<file path="config.mk">
export PLATFORM = sky130hd
export DESIGN_NAME = analog_preset_rx_mask
export DESIGN_NICKNAME = d
export VERILOG_FILES = /design/src/core/preset_pkg.sv /design/src/core/analog_preset_lookup.sv /design/src/core/analog_preset_rx_mask.sv
export VERILOG_INCLUDE_DIRS = /design/src /design/src/core
export SDC_FILE = /design/constraint.sdc
export NUM_CORES = 1
export LEC_CHECK = 0
export ABC_AREA = 1
export BUFFER_PORTS_ARGS = -buffer_cell sky130_fd_sc_hd__buf_2
export CAP_MARGIN = 10
export CORE_UTILIZATION = 54
export DETAILED_ROUTE_END_ITERATION = 8
export GPL_ROUTABILITY_DRIVEN = 0
export PLACE_DENSITY = 0.83
export REMOVE_ABC_BUFFERS = 1
export SLEW_MARGIN = 20
export SYNTH_ARGS = -nofsm -noshare
export SYNTH_HDL_FRONTEND = slang
export SYNTH_SLANG_ARGS = --single-unit
</file>
<file path="constraint.sdc">
create_clock -name CORE_CLK -period 2.5 [get_ports CORE_CLK]
set_clock_uncertainty 0.05 [all_clocks]
set_input_delay 0.25 -clock CORE_CLK [delete_from_list [all_inputs] [get_ports CORE_CLK]]
set_output_delay 0.25 -clock CORE_CLK [all_outputs]
set_load 0.03 [all_outputs]
</file>
<file path="src/core/preset_consts.svh">
// constants for the analog preset and receive mask command block
`ifndef PRESET_CONSTS_SVH
`define PRESET_CONSTS_SVH
// ----------------------------------------------------------------
// register addresses
// ----------------------------------------------------------------
`define ADDR_OP_CTRL   6'h02
`define ADDR_ISO_A     6'h05
`define ADDR_AUX_DEF   6'h09
`define ADDR_RX_CFG1   6'h0a
`define ADDR_RX_CFG3   6'h0c
// ----------------------------------------------------------------
// reset values
// ----------------------------------------------------------------
`define RST_OP_CTRL    8'h00
`define RST_ISO_A      8'h00
`define RST_AUX_DEF    8'h00
`define RST_RX_CFG1    8'h00
`define RST_RX_CFG3    8'h00
`define RD_UNMAPPED    8'h00
// ----------------------------------------------------------------
// bit positions
// ----------------------------------------------------------------
`define OP_RX_EN       6
`define OP_RX_CHN      5
`define OP_TX_EN       3
`define ISO_START_LEN  5
`define AUX_TX_AM      5
`define AUX_FD_ON      4
`define RX1_CH_PICK    7
`define RX1_AMD_MIX    6
`define RX1_LP_HI      5
`define RX1_LP_LO      3
`define RX1_Z_HI       2
`define RX1_Z_LO       0
`define RX3_CLIP       1
`define RX3_GAIN_CUT   0
// ----------------------------------------------------------------
// mode codes and rate codes
// ----------------------------------------------------------------
`define MODE_ISO_A     4'h1
`define MODE_ISO_B     4'h2
`define MODE_ISO_F     4'h3
`define MODE_VICINITY  4'h4
`define MODE_TYPE1     4'h5
`define MODE_NFC_INIT  4'h6
`define MODE_NFC_TGT   4'h7
`define MODE_TGT_A     4'h8
`define MODE_TGT_B     4'h9
`define MODE_TGT_F     4'ha
`define RATE_106       3'h0
`define RATE_212       3'h1
`define RATE_424       3'h2
`define RATE_848       3'h3
// ----------------------------------------------------------------
// filter settings
// ----------------------------------------------------------------
`define LP_R106        3'h0
`define LP_R212        3'h1
`define LP_R424        3'h2
`define LP_R848        3'h3
`define LP_HIGH        3'h4
`define ZERO_NFC       3'h1
`define ZERO_ISO_B     3'h4
`define ZERO_OTHER     3'h2
`endif

</file>
<file path="src/core/preset_pkg.sv">
// types and shared lookups for the analog preset block
`default_nettype none
`include "preset_consts.svh"
package preset_pkg;
  typedef logic [7:0] byte_t;      // one register
  typedef logic [3:0] mode_code_t; // protocol mode
  typedef logic [2:0] rate_code_t; // bit rate index

  // nfc active communication, initiator or target
  function automatic logic is_nfc(input mode_code_t m);
    return (m == `MODE_NFC_INIT) || (m == `MODE_NFC_TGT);
  endfunction

  // low-pass choice follows the receive rate
  function automatic logic [2:0] lp_for(input rate_code_t r);
    unique case (r)
      `RATE_106: return `LP_R106;
      `RATE_212: return `LP_R212;
      `RATE_424: return `LP_R424;
      `RATE_848: return `LP_R848;
      default:   return `LP_HIGH;
    endcase
  endfunction

  // zero setting follows the mode family
  function automatic logic [2:0] zero_for(input mode_code_t m);
    if (is_nfc(m))
      return `ZERO_NFC;
    if ((m == `MODE_ISO_B) || (m == `MODE_TGT_B))
      return `ZERO_ISO_B;
    return `ZERO_OTHER;
  endfunction
endpackage
`default_nettype wire

</file>
<file path="src/core/analog_preset_lookup.sv">
// preset value for each register, write mask for op, iso and aux only, from mode and rates
`default_nettype none
`include "preset_consts.svh"
module analog_preset_lookup
(
  // mode context
  input  wire preset_pkg::mode_code_t mode,
  input  wire preset_pkg::rate_code_t tx_rate,
  input  wire preset_pkg::rate_code_t rx_rate,
  // values and masks
  output preset_pkg::byte_t           op_val,
  output preset_pkg::byte_t           op_msk,
  output preset_pkg::byte_t           iso_val,
  output preset_pkg::byte_t           iso_msk,
  output preset_pkg::byte_t           aux_val,
  output preset_pkg::byte_t           aux_msk,
  output preset_pkg::byte_t           rx1_val,
  output preset_pkg::byte_t           rx3_val
);
  logic nfc;     // nfc active communication
  logic tx_off;  // target modes and nfc initiator
  logic ook;     // modes that send ook
  logic am;      // modes that send am

  // ----------------------------------------------------------------
  // mode classes
  // ----------------------------------------------------------------
  always_comb
  begin
    nfc    = preset_pkg::is_nfc(mode);
    tx_off = (mode == `MODE_NFC_INIT) || (mode == `MODE_NFC_TGT) ||
             (mode == `MODE_TGT_A) || (mode == `MODE_TGT_B) ||
             (mode == `MODE_TGT_F);
    ook    = (mode == `MODE_ISO_A) || (mode == `MODE_TGT_A) ||
             (mode == `MODE_TYPE1) || (nfc && (tx_rate == `RATE_106));
    am     = (mode == `MODE_ISO_B) || (mode == `MODE_TGT_B) ||
             (mode == `MODE_ISO_F) || (mode == `MODE_TGT_F) ||
             (nfc && (tx_rate != `RATE_106));
  end

  // ----------------------------------------------------------------
  // per-register values; bits outside a mask stay untouched
  // ----------------------------------------------------------------
  always_comb
  begin
    op_val  = 8'h00;
    op_msk  = 8'h00;
    iso_val = 8'h00;
    iso_msk = 8'h00;
    aux_val = 8'h00;
    aux_msk = 8'h00;
    rx1_val = 8'h00;
    rx3_val = 8'h00;
    op_val[`OP_RX_CHN]         = 1'b1;
    op_msk[`OP_RX_CHN]         = nfc;
    op_msk[`OP_TX_EN]          = tx_off;
    iso_val[`ISO_START_LEN]    = 1'b1;
    iso_msk[`ISO_START_LEN]    = nfc;
    aux_val[`AUX_TX_AM]        = am;
    aux_msk[`AUX_TX_AM]        = ook | am;
    aux_val[`AUX_FD_ON]        = nfc;
    aux_msk[`AUX_FD_ON]        = 1'b1;
    rx1_val[`RX1_CH_PICK]      = 1'b0;
    // peak detector up to fc/16, mixer above
    rx1_val[`RX1_AMD_MIX]      = rx_rate > `RATE_848;
    rx1_val[`RX1_LP_HI:`RX1_LP_LO] =
      preset_pkg::lp_for(rx_rate);
    rx1_val[`RX1_Z_HI:`RX1_Z_LO] =
      preset_pkg::zero_for(mode);
    rx3_val[`RX3_CLIP]         = nfc;
    rx3_val[`RX3_GAIN_CUT]     = nfc;
  end
endmodule // analog_preset_lookup
`default_nettype wire

</file>
<file path="src/core/analog_preset_rx_mask.sv">
// analog preset and receive mask/unmask command execution
`default_nettype none
`include "preset_consts.svh"
module analog_preset_rx_mask
(
  // clock, reset, enable
  input  wire logic                   CORE_CLK,
  input  wire logic                   SRST,
  input  wire logic                   CE,
  // register access
  input  wire logic                   REG_WR,
  input  wire logic                   REG_RD,
  input  wire logic [5:0]             REG_ADDR,
  input  wire preset_pkg::byte_t      REG_WDATA,
  output preset_pkg::byte_t           REG_RDATA,
  output logic                        REG_RVALID,
  // mode context
  input  wire preset_pkg::mode_code_t MODE_DEF,
  input  wire preset_pkg::rate_code_t TX_RATE,
  input  wire preset_pkg::rate_code_t RX_RATE,
  // direct command strobes
  input  wire logic                   PRESET_CMD,
  input  wire logic                   MASK_CMD,
  input  wire logic                   UNMASK_CMD,
  // mask receive timer
  input  wire logic                   MASK_TIMER_MASK,
  output logic                        MASK_TIMER_RST,
  // receiver control
  output logic                        RX_ON,
  output logic                        RX_FRAMING_EN,
  output logic                        CMD_TERM_IRQ,
  // register contents
  output preset_pkg::byte_t           OP_CTRL,
  output preset_pkg::byte_t           ISO_A_SET,
  output preset_pkg::byte_t           AUX_DEF,
  output preset_pkg::byte_t           RX_CFG1,
  output preset_pkg::byte_t           RX_CFG3
);
  // ----------------------------------------------------------------
  // declarations
  // ----------------------------------------------------------------
  preset_pkg::byte_t op_q, iso_q, aux_q, rx1_q, rx3_q; // registers
  preset_pkg::byte_t op_val, op_msk;    // preset operation control
  preset_pkg::byte_t iso_val, iso_msk;  // preset 106k settings
  preset_pkg::byte_t aux_val, aux_msk;  // preset auxiliary
  preset_pkg::byte_t rx1_val, rx3_val;  // preset receiver config
  preset_pkg::byte_t rdata_q;           // read data
  logic              rvalid_q;          // read data valid
  logic              rx_en;             // receiver enable bit
  logic              mask_go, unmask_go; // accepted commands
  logic              mask_cmd_q, mask_cmd_d; // command mask state
  logic              tmr_ovr_q, tmr_ovr_d;   // timer overridden
  logic              eff_mask;          // combined mask
  logic              rx_on_q;           // receive active
  logic              frm_en_q;          // framing enable
  logic              tmr_rst_q;         // timer reset pulse
  logic              irq_q;             // termination pulse
  logic              preset_go;         // preset this cycle

  // ----------------------------------------------------------------
  // preset table
  // ----------------------------------------------------------------
  analog_preset_lookup u_lookup
  (
    .mode    (MODE_DEF),
    .tx_rate (TX_RATE),
    .rx_rate (RX_RATE),
    .op_val  (op_val),
    .op_msk  (op_msk),
    .iso_val (iso_val),
    .iso_msk (iso_msk),
    .aux_val (aux_val),
    .aux_msk (aux_msk),
    .rx1_val (rx1_val),
    .rx3_val (rx3_val)
  );

  // host write first, preset bits on top; the rest is kept
  function automatic preset_pkg::byte_t merge
  (
    input preset_pkg::byte_t cur,
    input logic              wr,
    input preset_pkg::byte_t wd,
    input logic              pr,
    input preset_pkg::byte_t val,
    input preset_pkg::byte_t msk
  );
    preset_pkg::byte_t t;
    t = wr ? wd : cur;
    return pr ? ((t & ~msk) | (val & msk)) : t;
  endfunction

  function automatic logic hit(input logic [5:0] a, input logic [5:0] b);
    return REG_WR && (a == b);
  endfunction

  assign preset_go = CE && PRESET_CMD;

  // ----------------------------------------------------------------
  // configuration registers
  // ----------------------------------------------------------------
  // operation control: host writes, preset touches channel and tx
  always_ff @(posedge CORE_CLK)
  begin
    if (SRST)
      op_q <= `RST_OP_CTRL;
    else if (CE)
      op_q <= merge(op_q, hit(REG_ADDR, `ADDR_OP_CTRL), REG_WDATA,
                    PRESET_CMD, op_val, op_msk);
  end

  // 106k settings: start and length byte insertion
  always_ff @(posedge CORE_CLK)
  begin
    if (SRST)
      iso_q <= `RST_ISO_A;
    else if (CE)
      iso_q <= merge(iso_q, hit(REG_ADDR, `ADDR_ISO_A), REG_WDATA,
                     PRESET_CMD, iso_val, iso_msk);
  end

  // auxiliary definition: modulation kind and field detector
  always_ff @(posedge CORE_CLK)
  begin
    if (SRST)
      aux_q <= `RST_AUX_DEF;
    else if (CE)
      aux_q <= merge(aux_q, hit(REG_ADDR, `ADDR_AUX_DEF), REG_WDATA,
                     PRESET_CMD, aux_val, aux_msk);
  end

  // receiver config 1: channel pick only in nfc, rest always
  always_ff @(posedge CORE_CLK)
  begin
    if (SRST)
      rx1_q <= `RST_RX_CFG1;
    else if (CE)
      rx1_q <= merge(rx1_q, hit(REG_ADDR, `ADDR_RX_CFG1), REG_WDATA,
                     PRESET_CMD, rx1_val,
                     {preset_pkg::is_nfc(MODE_DEF), 7'h7f});
  end

  // receiver config 3: clip and gain cut, low two bits
  always_ff @(posedge CORE_CLK)
  begin
    if (SRST)
      rx3_q <= `RST_RX_CFG3;
    else if (CE)
      rx3_q <= merge(rx3_q, hit(REG_ADDR, `ADDR_RX_CFG3), REG_WDATA,
                     PRESET_CMD, rx3_val, 8'h03);
  end

  // ----------------------------------------------------------------
  // register read port
  // ----------------------------------------------------------------
  // unmapped addresses read as zero; data one cycle after the strobe
  always_ff @(posedge CORE_CLK)
  begin
    if (SRST)
    begin
      rdata_q  <= `RD_UNMAPPED;
      rvalid_q <= 1'b0;
    end
    else if (CE)
    begin
      rvalid_q <= REG_RD;
      if (REG_RD)
      begin
        unique case (REG_ADDR)
          `ADDR_OP_CTRL: rdata_q <= op_q;
          `ADDR_ISO_A:   rdata_q <= iso_q;
          `ADDR_AUX_DEF: rdata_q <= aux_q;
          `ADDR_RX_CFG1: rdata_q <= rx1_q;
          `ADDR_RX_CFG3: rdata_q <= rx3_q;
          default:       rdata_q <= `RD_UNMAPPED;
        endcase
      end
    end
  end

  // ----------------------------------------------------------------
  // receive mask control
  // ----------------------------------------------------------------
  // commands need the receiver on; both same cycle, mask wins.
  // any cycle may carry a command, so chained ones all land.
  always_comb
  begin
    rx_en     = op_q[`OP_RX_EN];
    mask_go   = CE && rx_en && MASK_CMD;
    unmask_go = CE && rx_en && UNMASK_CMD && !MASK_CMD;
    mask_cmd_d = mask_cmd_q;
    if (mask_go)
      mask_cmd_d = 1'b1;
    else if (unmask_go)
      mask_cmd_d = 1'b0;
    // the timer's mask lags its reset, so hide it until it drops
    tmr_ovr_d = tmr_ovr_q;
    if (mask_go || !MASK_TIMER_MASK)
      tmr_ovr_d = 1'b0;
    if (unmask_go && MASK_TIMER_MASK)
      tmr_ovr_d = 1'b1;
    eff_mask = mask_cmd_d ||
               (MASK_TIMER_MASK && !tmr_ovr_d);
  end

  // mask state flops
  always_ff @(posedge CORE_CLK)
  begin
    if (SRST)
    begin
      mask_cmd_q <= 1'b0;
      tmr_ovr_q  <= 1'b0;
    end
    else if (CE)
    begin
      mask_cmd_q <= mask_cmd_d;
      tmr_ovr_q  <= tmr_ovr_d;
    end
  end

  // receiver outputs, registered so they leave glitch free
  always_ff @(posedge CORE_CLK)
  begin
    if (SRST)
    begin
      rx_on_q   <= 1'b0;
      frm_en_q  <= 1'b1;
      tmr_rst_q <= 1'b0;
    end
    else if (CE)
    begin
      rx_on_q   <= rx_en && !eff_mask;
      frm_en_q  <= !eff_mask;
      tmr_rst_q <= unmask_go && MASK_TIMER_MASK;
    end
  end

  // termination pulse only for the preset, never for mask commands
  always_ff @(posedge CORE_CLK)
  begin
    if (SRST)
      irq_q <= 1'b0;
    else if (CE)
      irq_q <= PRESET_CMD;
  end

  // ----------------------------------------------------------------
  // outputs
  // ----------------------------------------------------------------
  assign REG_RDATA      = rdata_q;
  assign REG_RVALID     = rvalid_q;
  assign MASK_TIMER_RST = tmr_rst_q;
  assign RX_ON          = rx_on_q;
  assign RX_FRAMING_EN  = frm_en_q;
  assign CMD_TERM_IRQ   = irq_q;
  assign OP_CTRL        = op_q;
  assign ISO_A_SET      = iso_q;
  assign AUX_DEF        = aux_q;
  assign RX_CFG1        = rx1_q;
  assign RX_CFG3        = rx3_q;
endmodule // analog_preset_rx_mask
`default_nettype wire

</file>
# == Word level (Yosys, flattened, before mapping) ==
# Cells that the tools add are included.
# op_classes
reduce_logical,37
order_cmp,1
n_shift,0
div,0
mul,0
n_addsub,0
eq_ne,17
muxes,23
bitwise,16
# ops
operator,count
2-to-1 mux 8 bit,10
case mux 8 bit (5 select lines),1
bitwise AND 8 bit,4
inverter 6 -> 8 bit,3
bitwise OR 8 x 6 -> 8 bit,3
"equality test 6 x 4 -> 1 bit, second input constant",3
logical AND 1 bit,14
logical OR 1 bit,13
"equality test 4 x 3 -> 1 bit, second input constant",3
"equality test 4 bit, second input constant",3
2-to-1 mux 3 bit,4
case mux 3 bit (4 select lines),1
bitwise AND 7 x 8 -> 8 bit,1
"equality test 4 x 2 -> 1 bit, second input constant",2
inverter 8 bit,1
bitwise OR 8 x 2 -> 8 bit,1
bitwise OR 8 bit,1
2-to-1 mux 1 bit,7
bitwise AND 6 bit,1
"equality test 3 x 2 -> 1 bit, second input constant",2
"equality test 6 x 2 -> 1 bit, second input constant",1
"equality test 6 x 3 -> 1 bit, second input constant",1
logical NOT 3 bit,2
"equality test 4 x 1 -> 1 bit, second input constant",1
7 further kinds,11
# totals
output_inout_bits,53
mem_bits_rw,0
mem_count,0
inputBits,33
word_cells,108
latch_bits,0
mem_bits_ro,0
reg_bits,55

# == Logic depth before layout (Yosys ltp) ==
# logic_depth
word_depth,10
depth_mapped,9

# == Modules after synthesis ==
# From an unflattened synthesis, not the netlist that was laid out.
# hier_totals
cells_unflattened,612
hier_area_um2,3896.2
# by_module_without_submodules
module,n_inst,area_per_inst_um2,cells_each
analog_preset_rx_mask,1,3321.9,521
analog_preset_lookup,1,574.3,91

# == Worst setup path before layout ==
# OpenSTA, ideal clock, no wires.
# synth_path
path_kind,register -> register
start,register op_q[6] (netlist: OP_CTRL[6])
end,register rx_on_q (netlist: RX_ON)
arrival_ps,1172
path_buffers,0
setup_time_ps,73
required_ps,2377
setup_slack_ps,1205
stages_incl_launch_ff,6
cell_sequence,dfxtp_1 > nand3_1 > a21oi_1 > and2_1 > nand3_1 > a21oi_1
# synth_between
elab_chain_len,10
# synth_rtl
element,line_no,source
start: declaration,analog_preset_rx_mask.sv:42,"preset_pkg::byte_t op_q, iso_q, aux_q, rx1_q, rx3_q;"
start signal: assignment,analog_preset_rx_mask.sv:106,op_q <= `RST_OP_CTRL;
start signal: assignment,analog_preset_rx_mask.sv:108,"op_q <= merge(op_q, hit(REG_ADDR, `ADDR_OP_CTRL), REG_WDATA,"
logical AND 1 bit,"analog_preset_rx_mask.sv:189, analog_preset_rx_mask.sv:190",
logical AND 1 bit (on tied branches),"analog_preset_rx_mask.sv:189, analog_preset_rx_mask.sv:190",
logical OR 1 bit or logical AND 1 bit (tied branches),"analog_preset_rx_mask.sv:198, analog_preset_rx_mask.sv:190",
2-to-1 mux 1 bit or logical AND 1 bit (tied branches),"analog_preset_rx_mask.sv:198, analog_preset_rx_mask.sv:200",
2-to-1 mux 1 bit,analog_preset_rx_mask.sv:200,if (unmask_go && MASK_TIMER_MASK)
logical NOT 1 bit,analog_preset_rx_mask.sv:203,(MASK_TIMER_MASK && !tmr_ovr_d);
logical AND 1 bit,analog_preset_rx_mask.sv:203,
logical OR 1 bit,analog_preset_rx_mask.sv:202,eff_mask = mask_cmd_d ||
logical NOT 1 bit,analog_preset_rx_mask.sv:232,rx_on_q <= rx_en && !eff_mask;
logical AND 1 bit (*),analog_preset_rx_mask.sv:232,
end signal: assignment,analog_preset_rx_mask.sv:232,
end: declaration,analog_preset_rx_mask.sv:54,logic rx_on_q;
# Mark *: on every way between the ends. The rest lies on a longest branch, timed or not.
# A chain may end at the register's enable or synchronous reset.

# == Worst setup path after layout ==
# layout_path
start,input REG_ADDR[5]
end,register iso_q[5] (netlist: ISO_A_SET[5])
# layout_between
elab_chain_len,6
# layout_rtl
element,line_no,source
start: declaration,analog_preset_rx_mask.sv:13,"input wire logic [5:0] REG_ADDR,"
equality test 6 x 3 -> 1 bit (*),analog_preset_rx_mask.sv:94,return REG_WR && (a == b);
logical AND 1 bit (*),analog_preset_rx_mask.sv:94,
2-to-1 mux 8 bit (*),analog_preset_rx_mask.sv:89,t = wr ? wd : cur;
bitwise AND 8 bit,analog_preset_rx_mask.sv:90,return pr ? ((t & ~msk) | (val & msk)) : t;
bitwise OR 8 x 6 -> 8 bit,analog_preset_rx_mask.sv:90,
2-to-1 mux 8 bit (*),analog_preset_rx_mask.sv:90,
end signal: assignment,analog_preset_rx_mask.sv:116,iso_q <= `RST_ISO_A;
end signal: assignment,analog_preset_rx_mask.sv:118,"iso_q <= merge(iso_q, hit(REG_ADDR, `ADDR_ISO_A), REG_WDATA,"
end: declaration,analog_preset_rx_mask.sv:42,
# Marked as above.

==> results.rst <==
.. list-table::
   :header-rows: 1

   * - Metric
     - Value
   * - Pin count of the biggest net entering global routing
     - 17
   * - Cell type with the largest total area after synthesis
     - dfxtp_1
   * - DP Cell Count
     - between 500 and 600
   * - Run status
     - finished clean
   * - Type of the tightest min-delay check
     - primary input to register
   * - Total GRT Usage
     - 0.294
   * - Antenna violations before repair
     - 0
   * - Critical R2R Launch
     - OP_CTRL[6]
   * - Critical path capture point type
     - register
   * - Fraction of registers with async set or reset after synthesis
     - 0
   * - Clock transition at the registers of the reported paths
     - approximately 0.09 ns
   * - Effective utilization at floorplan
     - 0.563
   * - Cell variety after synth
     - 31
   * - Total of cells resized after clock tree synthesis
     - 0
   * - Proportion of layout cells with a drive suffix above 1
     - 0.273
   * - Commonest non-fill, non-tap cell in the layout
     - buf_2
   * - Min-delay src
     - REG_WDATA[6]
   * - Share of total power in the clock network
     - 0.282
   * - Vias/cell
     - 5.53
   * - Worst Setup Path Type
     - primary input to register
   * - Hold Fails Final Rpt
     - 0
   * - Max rail drop VDD
     - approximately 0.00028 V
   * - Share of the core filled with cells
     - 0.674
   * - Setup bufs post-CTS
     - 0
   * - Leading register cell type out of synthesis
     - dfxtp_1
   * - Die X
     - between 70 and 80 um
   * - Number of diodes
     - 0
   * - Maximum Capacitance Violations
     - 0
   * - Remaining design rule violation count
     - 0
   * - Final setup violation count
     - 0
   * - Sequential cell area
     - 0.00110 mm^2
   * - Crit path largest cell delay
     - ~0.3 ns
   * - Combinational share of power
     - 0.168
   * - Area of the mapped netlist
     - 0.00288 mm^2
   * - Drt first-iter violations
     - ~280
   * - Floorplan core area
     - approximately 0.0051 mm^2
   * - Final instance area
     - 0.00344 mm^2
   * - Number of input and output port buffers inserted
     - 85
   * - Cells along the critical path
     - buf_2 -> nor2_2 -> nand2_1 -> nor2_4 -> nand2_4 -> inv_6 -> nand2_1 -> a31oi_1
   * - Synth top area share
     - 0.383
   * - Final worst path period need
     - about 1.4 ns
   * - Hold_buf cts
     - 0
   * - Worst setup SP type
     - primary input
   * - Num rows
     - 26
   * - Number of fill cells
     - between 400 and 500
   * - Inserted Clock Buffers
     - 5
   * - Grt ovf
     - 0
   * - CTS root buffer
     - clkbuf_8
   * - Switching share of power
     - 0.297
   * - Final Net Count
     - ~530
   * - Synthesized area per cell
     - roughly 7.0 um^2
   * - Worst endpoint data arrival time
     - between 1.5 and 2 ns
   * - Top post-synthesis cells by area
     - dfxtp_1 (38%), nand2_1 (10%), nor2_1 (8.5%)
   * - Critical path launch point
     - REG_ADDR[5]
   * - Clock tree from TritonCTS
     - built
   * - First drt pass iteration count
     - 7
   * - Total placed instance area
     - between 0.003 and 0.004 mm^2
   * - Reported leakage power
     - around 1.7 nW
   * - Transition at the pin with the smallest max-transition slack
     - 0.445 ns
   * - Insertion delay to the later sink of the worst-skew pair
     - ~0.31 ns
   * - Number of flops mapped to enable cells by yosys
     - 0
   * - Clk buf depth
     - 2
   * - Worst-case register-to-register setup slack
     - 1.28 ns
   * - Final Slew Violations
     - 0
   * - Ratio of final minimum period to clock period
     - 0.540
   * - Post-route worst setup slack
     - 1.15 ns
   * - Max Freq
     - approximately 740 MHz
   * - Cell mode on critical path
     - nand2_1
   * - Area used by multi-input combinational logic
     - 0.00154 mm^2
   * - Die Y-Extent
     - roughly 75 um
   * - Detail Placement HPWL
     - ~6100 um
   * - Power Density
     - 483 mW/mm^2
   * - Relative slew slack
     - 0.702
   * - Area of the die
     - approximately 0.0056 mm^2
   * - Setup repair after global routing missed its margin
     - no
   * - Total wire length after detailed routing
     - between 8000 and 9000 um
   * - Switching power total
     - around 490 uW
   * - Internal cell power
     - ~1.2 mW
   * - Placement-stage worst setup slack
     - 0.845 ns
   * - Setup_tns
     - 0 ns
   * - Count of nets left with antenna violations after detail routing
     - 0
   * - Warnings, synthesis
     - 0
   * - Area growth from synthesis to layout
     - 19.6%
   * - Detail-routed net length per standard cell
     - ~14 um
   * - Number of non-filler instances in the completed layout
     - 568
   * - Wire length of the first global-routing pass
     - ~12000 um
   * - Via count
     - between 3000 and 4000
   * - Number of H-tree levels
     - 2
   * - Top library cells by usage in the layout, fill and taps aside
     - buf_2 (85), nand2_1 (77), nor2_1 (65)
   * - Via count of the first global-routing pass
     - 2638
   * - CP max-delay cell
     - nor2_4
   * - Max FO, Critical Path
     - 10
   * - Top-Level Pins
     - 86
   * - Flop and latch count out of synthesis
     - 55
   * - Cells after synthesis
     - 414
   * - Post-synthesis sequential area ratio
     - 0.383
   * - Sequential fraction of design power
     - 0.550
   * - CTS Sinks
     - 55
   * - Required time of the critical path
     - roughly 2.7 ns
through the flow:
| step | hold WS [ns] | total power, mW |
|---|---|---|
| after floorplan | 0.262 | 1.10 |
| after global placement | 0.400 | 1.20 |
| after detailed placement | 0.405 | 1.21 |
| after CTS | 0.191 | 1.66 |
| after global routing | 0.193 | 1.73 |
| final | 0.198 | 1.66 |
critical path, delay by kind of cell:
| kind | cells | cell delay [ns] |
|---|---|---|
| and+or+nand+nor | 5 | 0.92 |
| AOI/OAI and AO/OA | 1 | 0.12 |
| buffers and inverters | 2 | 0.25 |
Yosys cell counts, types with 2 or more instances:
cell and count:
clkinv_4 2, buf_4 2, a31oi_1 4, buf_2 3, nand3_2 4, nor2_2 4, nand2_4 5, a21oi_2 8
nor2_4 5, nand3_1 29, inv_1 41, clkbuf_1 5, nor2_1 65, nand4_1 13, inv_2 3, o21ai_0 33
dfxtp_1 55, o21ai_1 17, a21oi_1 26, nand2_1 77, nand2_2 3
flip-flops by register name, indices dropped and copies added, names as in the netlist:
register / cells
RX_ON: 1
AUX_DEF: 8
RX_CFG3: 8
CMD_TERM_IRQ: 1
ISO_A_SET: 8
MASK_TIMER_RST: 1
mask_cmd_q: 1
REG_RVALID: 1
RX_FRAMING_EN: 1
RX_CFG1: 8
tmr_ovr_q: 1
OP_CTRL: 8
REG_RDATA: 8
kinds of logic (layout without fill, tap and decap cells):
logic type	after synthesis	after routing	share of synthesized area
simple gates	212	212	0.363
buf+inv	57	141	0.0835
flops	55	55	0.383
compound gates	90	90	0.171
final timing paths:
| kind | to | cells past startpoint |
|---|---|---|
| max | ISO_A_SET[5] | 8 |
| min reg2reg | CMD_TERM_IRQ | 2 |
| max reg2reg | RX_ON | 5 |
| min | RX_CFG3[6] | 3 |
metal layers:
layer	part of all wire	global-route usage	wire (um)	vias up
met5	0	0	0	-
met4	0.016	0.0985	130	0
met3	0.074	0.0482	600	16
met2	0.47	0.496	3810	160
met1	0.44	0.383	3540	1439
li1	-	-	-	1527
power by group through the flow:
stage | Combinational [mW] | Clock (mW) | Sequential, mW
3_3_place_gp | 0.270 | 0 | 0.933
5_1_grt | 0.304 | 0.511 | 0.917
4_1_cts | 0.275 | 0.474 | 0.913
3_5_place_dp | 0.274 | 0 | 0.934
6_report | 0.279 | 0.469 | 0.914
2_1_floorplan | 0.117 | 0 | 0.980
area by class of cell:
type	count	area share
sequential	55	0.320
clock inverter	1	0.00218
inverter	47	0.0556
multi-input combinational	302	0.447
timing repair buffer	88	0.130
clock buffer	5	0.0200
tap	70	0.0255
No activity file was read; power rests on OpenSTA's default activity.
